$ cat src/afs_map.svh
`ifndef AFS_MAP_SVH
`define AFS_MAP_SVH
// Behaviour
// - status bit 7 shows a failed memory integrity check
// - status bit 6 shows the last coefficient write failed
// - thermal shutdown status bit 0; bits 7-1 read zero
// - warning register bit 2 shows die at 135 C warning level
// - mask bit 7 hides thermal shutdown from fault report; resets zero
// - mask bit 6 hides logic supply undervoltage from fault report
// - mask bit 5 hides logic supply overvoltage from fault report
// - status bit 2 flags clock fault; mask bit 4 hides its report
// - status bit 0 flags power supply undervoltage; mask bit 3 hides it
// - status bit 1 flags power supply overvoltage; mask bit 2 hides it
// - mask bit 1 hides output dc faults from fault report
// - mask bit 0 hides overcurrent faults from fault report
// - latch bit 5, set at reset, makes clock faults sticky
// - latch bit 4, set at reset, makes thermal shutdown sticky
// - latch bit 3, set at reset, makes thermal warning sticky
// - latch bit 2 hides warning report; resets zero, bits 7-6 ones
// - misc bit 7 latches clock detect status, else it follows live
// - misc bit 4 enables automatic thermal shutdown recovery; resets zero
// - writing one to clear bit 7 clears latched analog faults

// ****************************************
// offsets
// ****************************************
`define AFS_OFS_SUPPLY 8'h71
`define AFS_OFS_TSD 8'h72
`define AFS_OFS_WARN 8'h73
`define AFS_OFS_MASK 8'h74
`define AFS_OFS_LATCH 8'h75
`define AFS_OFS_MISC 8'h76
`define AFS_OFS_HP 8'h77
`define AFS_OFS_CLEAR 8'h78

// ****************************************
// fields
// ****************************************
`define AFS_THERMAL_SHUTDOWN_MASK 7
`define AFS_MASK_LUV 6
`define AFS_MASK_LOV 5
`define AFS_MASK_CLK 4
`define AFS_MASK_PUV 3
`define AFS_MASK_POV 2
`define AFS_OUTPUT_DC_FAULT_MASK 1
`define AFS_OVERCURRENT_MASK 0
`define AFS_LATCH_CLK 5
`define AFS_LATCH_OTSD 4
`define AFS_LATCH_OTW 3
`define AFS_LATCH_THERMAL_WARNING_MASK 2
`define AFS_MISC_DET_LATCH 7
`define AFS_MISC_AUTO_REC 4
`define AFS_HP_UNMUTE 2
`define AFS_HP_ENABLE 1
`define AFS_CLEAR_ANALOG 7
`define AFS_WARN_DEGC 135

// ****************************************
// reset values
// ****************************************
`define AFS_RST_MASK 8'h00
`define AFS_RST_LATCH 8'hF8
`define AFS_RST_MISC 8'h00
`define AFS_RST_HP 8'h00
`define AFS_RST_CLEAR 7'h00
`endif

$ cat src/afs_pkg.sv
package afs_pkg;
  typedef enum logic {
    AFS_TSD_NORMAL,
    AFS_TSD_TRIPPED
  } afs_tsd_state_t;

  typedef struct packed {
    logic flag;
  } afs_cell_st_t;

  typedef struct packed {
    afs_tsd_state_t state;
  } afs_tsd_st_t;

  typedef struct packed {
    logic [7:0] mask;
    logic [7:0] latch_ctl;
    logic [7:0] misc;
    logic [7:0] hp;
    logic [6:0] clr_rsv;
    logic clr_pulse;
    logic otp_err;
    logic coef_err;
    logic [7:0] rdata;
    logic report;
  } afs_top_st_t;
endpackage

$ cat src/afs_fault_cell.sv
`timescale 1ns/100ps
module afs_fault_cell
  import afs_pkg::*;
(
  input wire logic core_clk_i,
  input wire logic arst_n_i,
  input wire logic cond_i,
  input wire logic latch_en_i,
  input wire logic clear_i,
  output logic flag_o
);
  afs_cell_st_t st;
  afs_cell_st_t next_st;

  // live condition beats a clear in the same cycle
  always_comb begin
    next_st = st;
    if (cond_i) begin
      next_st.flag = 1'b1;
    end else if (clear_i || !latch_en_i) begin
      next_st.flag = 1'b0;
    end
  end

  always_ff @(posedge core_clk_i or negedge arst_n_i) begin
    if (!arst_n_i) begin
      st <= '0;
    end else begin
      st <= next_st;
    end
  end

  assign flag_o = st.flag;
endmodule // afs_fault_cell

$ cat src/afs_tsd_ctrl.sv
`timescale 1ns/100ps
module afs_tsd_ctrl
  import afs_pkg::*;
(
  input wire logic core_clk_i,
  input wire logic arst_n_i,
  input wire logic cond_i,
  input wire logic latch_en_i,
  input wire logic auto_rec_i,
  input wire logic clear_i,
  output logic shutdown_o
);
  afs_tsd_st_t st;
  afs_tsd_st_t next_st;

  always_comb begin
    next_st = st;
    case (st.state)
      AFS_TSD_NORMAL: begin
        if (cond_i) begin
          next_st.state = AFS_TSD_TRIPPED;
        end
      end
      AFS_TSD_TRIPPED: begin
        // never leave while the die is still hot
        if (!cond_i && (auto_rec_i || clear_i || !latch_en_i)) begin
          next_st.state = AFS_TSD_NORMAL;
        end
      end
      default: begin
        next_st.state = AFS_TSD_NORMAL;
      end
    endcase
  end

  always_ff @(posedge core_clk_i or negedge arst_n_i) begin
    if (!arst_n_i) begin
      st <= '0;
    end else begin
      st <= next_st;
    end
  end

  assign shutdown_o = (st.state == AFS_TSD_TRIPPED);
endmodule // afs_tsd_ctrl

$ cat src/afs_fault_bank.sv
`timescale 1ns/100ps
`include "afs_map.svh"
module afs_fault_bank
  import afs_pkg::*;
(
  input wire logic core_clk_i,
  input wire logic arst_n_i,
  input wire logic [7:0] reg_addr_i,
  input wire logic [7:0] reg_wdata_i,
  input wire logic reg_wr_i,
  input wire logic reg_rd_i,
  output logic [7:0] reg_rdata_o,
  input wire logic otp_crc_fail_i,
  input wire logic filter_coef_write_error_i,
  input wire logic clock_fault_i,
  input wire logic clock_detect_i,
  input wire logic power_supply_undervolt_i,
  input wire logic power_supply_overvolt_i,
  input wire logic logic_supply_undervolt_i,
  input wire logic logic_supply_overvolt_i,
  input wire logic thermal_shutdown_i,
  input wire logic thermal_warning_i,
  input wire logic output_dc_fault_i,
  input wire logic overcurrent_i,
  output logic fault_report_o,
  output logic power_stage_shutdown_o,
  output logic clock_detect_status_o,
  output logic analog_fault_clear_o,
  output logic [4:0] headphone_gain_o,
  output logic headphone_unmute_o,
  output logic headphone_enable_n_shutdown_o
);
  localparam int NCELL = 5;
  localparam int C_CLK = 0;
  localparam int C_OTW = 1;
  localparam int C_PUV = 2;
  localparam int C_POV = 3;
  localparam int C_DET = 4;

  afs_top_st_t st;
  afs_top_st_t next_st;
  logic [NCELL-1:0] cell_cond;
  logic [NCELL-1:0] cell_le;
  logic [NCELL-1:0] cell_flag;
  logic tsd_flag;

  // ****************************************
  // sticky or live fault flags
  // ****************************************
  // power supply faults always hold until cleared, so short dips are seen
  assign cell_cond[C_CLK] = clock_fault_i;
  assign cell_cond[C_OTW] = thermal_warning_i;
  assign cell_cond[C_PUV] = power_supply_undervolt_i;
  assign cell_cond[C_POV] = power_supply_overvolt_i;
  assign cell_cond[C_DET] = clock_detect_i;
  assign cell_le[C_CLK] = st.latch_ctl[`AFS_LATCH_CLK];
  assign cell_le[C_OTW] = st.latch_ctl[`AFS_LATCH_OTW];
  assign cell_le[C_PUV] = 1'b1;
  assign cell_le[C_POV] = 1'b1;
  assign cell_le[C_DET] = st.misc[`AFS_MISC_DET_LATCH];

  genvar gi;
  generate
    for (gi = 0; gi < NCELL; gi++) begin : g_cell
      afs_fault_cell u_cell (
        .core_clk_i(core_clk_i),
        .arst_n_i(arst_n_i),
        .cond_i(cell_cond[gi]),
        .latch_en_i(cell_le[gi]),
        .clear_i(st.clr_pulse),
        .flag_o(cell_flag[gi])
      );
    end
  endgenerate

  afs_tsd_ctrl u_tsd (
    .core_clk_i(core_clk_i),
    .arst_n_i(arst_n_i),
    .cond_i(thermal_shutdown_i),
    .latch_en_i(st.latch_ctl[`AFS_LATCH_OTSD]),
    .auto_rec_i(st.misc[`AFS_MISC_AUTO_REC]),
    .clear_i(st.clr_pulse),
    .shutdown_o(tsd_flag)
  );

  // ****************************************
  // register port
  // ****************************************
  always_comb begin
    next_st = st;
    next_st.clr_pulse = 1'b0;
    next_st.otp_err = otp_crc_fail_i;
    next_st.coef_err = filter_coef_write_error_i;
    if (reg_wr_i) begin
      case (reg_addr_i)
        `AFS_OFS_MASK: next_st.mask = reg_wdata_i;
        `AFS_OFS_LATCH: next_st.latch_ctl = reg_wdata_i;
        `AFS_OFS_MISC: next_st.misc = reg_wdata_i;
        `AFS_OFS_HP: next_st.hp = reg_wdata_i;
        `AFS_OFS_CLEAR: begin
          next_st.clr_rsv = reg_wdata_i[6:0];
          next_st.clr_pulse = reg_wdata_i[`AFS_CLEAR_ANALOG];
        end
        default: begin
        end
      endcase
    end
    if (reg_rd_i) begin
      case (reg_addr_i)
        `AFS_OFS_SUPPLY: begin
          next_st.rdata = {st.otp_err, st.coef_err, 3'h0,
                           cell_flag[C_CLK], cell_flag[C_POV],
                           cell_flag[C_PUV]};
        end
        `AFS_OFS_TSD: next_st.rdata = {7'h00, tsd_flag};
        `AFS_OFS_WARN: next_st.rdata = {5'h00, cell_flag[C_OTW], 2'h0};
        `AFS_OFS_MASK: next_st.rdata = st.mask;
        `AFS_OFS_LATCH: next_st.rdata = st.latch_ctl;
        `AFS_OFS_MISC: next_st.rdata = st.misc;
        `AFS_OFS_HP: next_st.rdata = st.hp;
        // clear bit is write only and reads back zero
        `AFS_OFS_CLEAR: next_st.rdata = {1'b0, st.clr_rsv};
        default: next_st.rdata = 8'h00;
      endcase
    end
    // ****************************************
    // fault report
    // ****************************************
    // status bits keep the raw flags; masks only gate the report
    next_st.report =
      (tsd_flag && !st.mask[`AFS_THERMAL_SHUTDOWN_MASK]) ||
      (logic_supply_undervolt_i && !st.mask[`AFS_MASK_LUV]) ||
      (logic_supply_overvolt_i && !st.mask[`AFS_MASK_LOV]) ||
      (cell_flag[C_CLK] && !st.mask[`AFS_MASK_CLK]) ||
      (cell_flag[C_PUV] && !st.mask[`AFS_MASK_PUV]) ||
      (cell_flag[C_POV] && !st.mask[`AFS_MASK_POV]) ||
      (output_dc_fault_i && !st.mask[`AFS_OUTPUT_DC_FAULT_MASK]) ||
      (overcurrent_i && !st.mask[`AFS_OVERCURRENT_MASK]) ||
      (cell_flag[C_OTW] && !st.latch_ctl[`AFS_LATCH_THERMAL_WARNING_MASK]);
  end

  always_ff @(posedge core_clk_i or negedge arst_n_i) begin
    if (!arst_n_i) begin
      st <= '0;
      st.mask <= `AFS_RST_MASK;
      st.latch_ctl <= `AFS_RST_LATCH;
      st.misc <= `AFS_RST_MISC;
      st.hp <= `AFS_RST_HP;
      st.clr_rsv <= `AFS_RST_CLEAR;
    end else begin
      st <= next_st;
    end
  end

  assign reg_rdata_o = st.rdata;
  assign fault_report_o = st.report;
  assign power_stage_shutdown_o = tsd_flag;
  assign clock_detect_status_o = cell_flag[C_DET];
  assign analog_fault_clear_o = st.clr_pulse;
  // reserved gain codes pass through unchanged; the driver saturates them
  assign headphone_gain_o = st.hp[7:3];
  assign headphone_unmute_o = st.hp[`AFS_HP_UNMUTE];
  assign headphone_enable_n_shutdown_o = st.hp[`AFS_HP_ENABLE];
endmodule // afs_fault_bank

$ cat config.mk
export PLATFORM = sky130hd
export DESIGN_NAME = afs_fault_bank
export DESIGN_NICKNAME = d
export VERILOG_FILES = /design/src/afs_pkg.sv /design/src/afs_fault_cell.sv /design/src/afs_tsd_ctrl.sv /design/src/afs_fault_bank.sv
export VERILOG_INCLUDE_DIRS = /design/src
export SDC_FILE = /design/constraint.sdc
export NUM_CORES = 1
export LEC_CHECK = 0
export BUFFER_PORTS_ARGS = -buffer_cell sky130_fd_sc_hd__buf_2
export CAP_MARGIN = 20
export CELL_PAD_IN_SITES_DETAIL_PLACEMENT = 1
export CELL_PAD_IN_SITES_GLOBAL_PLACEMENT = 1
export CORE_ASPECT_RATIO = 1.25
export CORE_MARGIN = 4
export CORE_UTILIZATION = 41
export CTS_BUF_LIST = sky130_fd_sc_hd__clkbuf_16
export DETAILED_ROUTE_END_ITERATION = 16
export PLACE_DENSITY = 0.77
export SLEW_MARGIN = 20
export SYNTH_ARGS = -nofsm -noshare
export SYNTH_HDL_FRONTEND = slang
export SYNTH_SLANG_ARGS = --single-unit
$ cat constraint.sdc
create_clock -name core_clk_i -period 2.3 [get_ports core_clk_i]
set_input_delay 0.23 -clock core_clk_i [delete_from_list [all_inputs] [get_ports core_clk_i]]
set_output_delay 0.23 -clock core_clk_i [all_outputs]
set_load 0.1 [all_outputs]
# After elaboration in Yosys (flattened, before gate mapping)
# Index checks and enable logic that the tools add are counted.
# classes
eq_ne	8
mux	15
bitwise	1
n_reduce_logical	47
# ops
op	count
$eq 8x7->1 const B	8
$pmux 8 s8	1
$logic_not 1->1	14
$logic_or 1x1->1	13
$mux 1	13
$logic_and 1x1->1	10
$reduce_and 2->1	5
$reduce_bool 2->1	5
$pmux 1 s2	1
$not 1->1	1
# totals
register_bits	57
input_bits	32
out_inout_bits	19
wordCells	87

# Logic depth before layout (Yosys ltp)
# depth
depth_word	10
depth_mapped	6
mapped_depth_nobuf	4

# Modules after synthesis
# Synthesis repeated with hierarchy kept, for this count alone.
# unflattened
cells_unflattened	233
area_unflattened_um2	2842.7
# by_module_without_submodules
mod	instances	cells_per_inst	area_each_um2	seq_area_each_um2
afs_fault_bank	1	215	2623.8	1282.5
afs_fault_cell	5	3	36.3	25.0
afs_tsd_ctrl	1	3	37.5	25.0

# Worst setup path after synthesis
# Ideal clock, no wire load.
# synth_path
path_type	input -> register
startpoint	in reg_addr_i[7]
endpoint	reg st[43] in the netlist's numbering
setup_ns	0.125
t_arrival_ns	1.531
t_required_ns	2.175
slack_ns	0.645
path_stages	5
path_buffers	1
cell_sequence	nand3b_4 -> or3_1 -> buf_2 -> nor3_4 -> mux2_2
# synth_via
elab_chain_cells	2
# synth_rtl
item	line	text
start, declared	afs_fault_bank.sv:8	input wire logic [7:0] reg_addr_i,
$eq 8x7->1	afs_fault_bank.sv:95	case (reg_addr_i)
$reduce_and 2->1 (no source line)	-	
end signal, assigned	afs_fault_bank.sv:151	st <= next_st;
end, declared	afs_fault_bank.sv:40	afs_top_st_t st;
# Every way passes these cells.
# A chain may end at the register's enable or synchronous reset.

# Final worst setup path
# layout_path
startpoint	in reg_addr_i[7]
endpoint	reg st[45] in the netlist's numbering
# The elaborated chain is that of the path after synthesis.

==> reports/qor.csv <==
stage,metric,value,unit
run_status,run status,completed,
timing,f_max,599,MHz
floorplanning,starting density of the core,0.424,
worst_setup_path,critical-path cell list,"buf_2, nand3b_4, or3_1, nor3_4, mux2_2",
timing,Final Hold Viols,0,
yosys,Synth warnings,0,
timing,setup violators final,0,
floorplanning,Die X-Extent,82.0,microns
clocking,TritonCTS Buffers,9,
timing,skew final,0.00458,ns
yosys,leading post-synthesis cells by cell area,"dfrtp_1 46%, mux2_2 16%, dfstp_2 4.7%, mux2i_1 3.9%, buf_4 3.5%",
worst_setup_path,Setup crit end kind,flip-flop,
placed_design,RePlAce Congestion,0.821,
flow_run,Max Cap Violations,0,
detailed_routing,DRT iter0 DRCs,101,
yosys,post-synth top area cell,dfrtp_1,
min_path,Hold Path Class,in -> reg,
yosys,Syn Nets,257,
finish,fraction of layout cells with a size suffix above 1,0.464,
clocking,Worst-path clk slew,0.05,ns
power_and_ir_drop,peak supply drop,615,uV
yosys,Synth Area per Inst,12.5,sq um
worst_setup_path,critical path depth,5,
clocking,TritonCTS clock tree,built,
timing,Final TNS setup,0,ns
detailed_routing,# DRC,0,
floorplanning,floorplan core area,0.00661,sq mm
finish,Area Overhead vs Synth,23.9,%
yosys,Synth top area share,0.464,
worst_setup_path,crit-path max cell delay,0.52,ns
clocking,post-CTS setup buffers,0,
yosys,cells after synthesis,225,
power_and_ir_drop,Pleak,1.65,nW
clocking,Clock Path Buffers,2,
worst_setup_path,CP top delay family,simple AND/OR/NAND/NOR gates,
grt,first-pass GRT wire length,12.1,mm
yosys,register area share after synthesis,0.511,
timing,Slew headroom,0.581,
worst_setup_path,critical path type,in -> reg,
grt,initial antenna violation count,0,
detailed_routing,Via Count,2008,
timing,Worst-Margin Slew,0.629,ns
clocking,clock root buffer,clkbuf_16,
floorplanning,Cell Rows,33,
yosys,Cell variety after synth,45,
timing,Min Hold Slack,0.0138,ns
detailed_routing,drt total wl,7.71,mm
detailed_routing,Pre-antenna DRT Iters,4,
worst_setup_path,Crit path buffers/inverters,1,
timing,RSZ-0062 raised after global routing,false,
worst_setup_path,critical path arrival,1.88,ns
grt,total track usage,0.205,
timing,fin crit period,1.67,ns
yosys,"Cell Area, Synth",0.00280,sq mm
finish,Antenna Diode Count,0,
detailed_routing,WL/cell,21.1,microns
placed_design,I/O Buffers,50,
yosys,Post-synth top cells,"52 x dfrtp_1, 39 x mux2_2, 15 x inv_1",
timing,Final Cycle Share,0.726,
floorplanning,Die ar.,0.00823,sq mm
placed_design,HPWL after DPL,5.50,mm
grt,largest net degree at the start of global routing,34,
floorplanning,IO Count,51,
detailed_routing,Via-to-Cell Ratio,5.50,
detailed_routing,ANT nets after route,0,
worst_setup_path,worst-path fanout max,8,
worst_setup_path,worst-path cell with the longest stage delay,nor3_4,
finish,fin util,0.526,
min_path,Hold Path Depth,1,
power_and_ir_drop,Pwr Density,848,mW/mm^2
clocking,post-CTS sizing,0,
worst_setup_path,worst endpoint required time,2.51,ns
grt,gr ovfl total,0,
finish,layout net count,305,
clocking,CTS Sinks,57,
yosys,number of flops mapped to enable cells by yosys,0,
yosys,asr flop ratio synth,1.00,
clocking,# H-tree levels,3,
yosys,"FF+latch count, synth",57,
worst_setup_path,Setup crit start kind,input port,
timing,"Slew Viols, Final",0,
yosys,top-count cell post-synth,dfrtp_1,
clocking,Clock Latency Late Sink,0.33,ns
grt,number of global-route vias before repair,2217,
floorplanning,die span in y,100,microns
worst_setup_path,FF-to-FF path depth,4,
yosys,Most used DFF post-synth,dfrtp_1,
[layout by cell type (no fill, tap or decap), drive strengths merged, types with 5 or more instances in the layout]
cell	n
mux2	39
o22ai	6
dfstp	5
a22oi	6
clkbuf	9
mux2i	11
inv	15
dfrtp	52
nor3	5
buf	59
nor2	5
[registers in the layout, indices dropped and copies added (netlist names)]
register	flops
analog_fault_clear_o	1
reg_rdata_o	8
headphone_enable_n_shutdown_o	1
headphone_unmute_o	1
st	31
headphone_gain_o	5
u_tsd.shutdown_o	1
cell_le	3
fault_report_o	1
g_cell.u_cell.flag_o	5
[per-layer routing]
layer,vias to the layer above,share of wire,GRT usage
li1,909,-,-
met1,1039,0.41,0.251
met2,47,0.53,0.342
met3,13,0.039,0.0521
met4,0,0.021,0.0780
met5,-,0,0
[final timing paths]
kind                            slack, ns                          to                        from
worst max-delay path                 0.63          st[45]$_DFFE_PN0P_               reg_addr_i[7]
worst min-delay path                 0.01             st[9]$_DFF_PN0_   filter_coef_write_error_i
worst max register to register       0.93  reg_rdata_o[0]$_DFFE_PN0P_  u_tsd.shutdown_o$_DFF_PN0_
worst min register to register       0.50          st[35]$_DFFE_PN0P_          st[35]$_DFFE_PN0P_
max in group asynchronous            1.16          st[41]$_DFFE_PN1P_                    arst_n_i
min in group asynchronous            0.46  reg_rdata_o[3]$_DFFE_PN0P_                    arst_n_i
[area by class of cell]
cell class                      count  area (sq um)
Inverter                           15          56.3
Clock buffer                        9           225
Fill cell                         714          3130
Clock inverter                      7           133
Sequential cell                    57          1430
Tap cell                           87           109
Timing Repair Buffer               61           350
Multi-Input combinational cell    129          1170
[worst reg2reg max path: stages (launching register included)]
cell and delay [ns]:
dfrtp_1 0.44, mux2i_1 0.16, nor3b_1 0.08, a2111oi_0 0.44, o32ai_1 0.13
[logic make-up after synthesis]
kind of cell,Yosys count,share of synthesized area
flip-flops,57,0.511
multiplexers,51,0.204
AO/OA/AOI/OAI,40,0.109
buffers and inverters,39,0.0728
AND/OR/NAND/NOR,38,0.103
[what timing repair did]
action                                 in CTS  in global routing
setup endpoints to repair                   0                  0
hold buffers                                2                  0
endpoints found under the hold margin      25                  0
[where the power goes]
group	internal [mW]	leakage, nW	switching [mW]
Clock	1.16	0.174	0.453
Sequential	1.05	0.742	0.0287
Combinational	0.0917	0.730	0.169
[metrics by stage]
| stage | worst slack, ns | area (sq um) | total power, mW | cells |
|---|---|---|---|---|
| 2_1_floorplan | 0.645 | 2800 | 1.25 | 225 |
| 3_3_place_gp | 0.327 | 3090 | 1.34 | 347 |
| 3_5_place_dp | 0.326 | 3090 | 1.35 | 347 |
| 4_1_cts | 0.623 | 3470 | 2.97 | 365 |
| 5_1_grt | 0.585 | 3470 | 3.04 | 365 |
| 6_report | 0.630 | 3470 | 2.95 | 365 |
(Power assumes the default switching activity.)
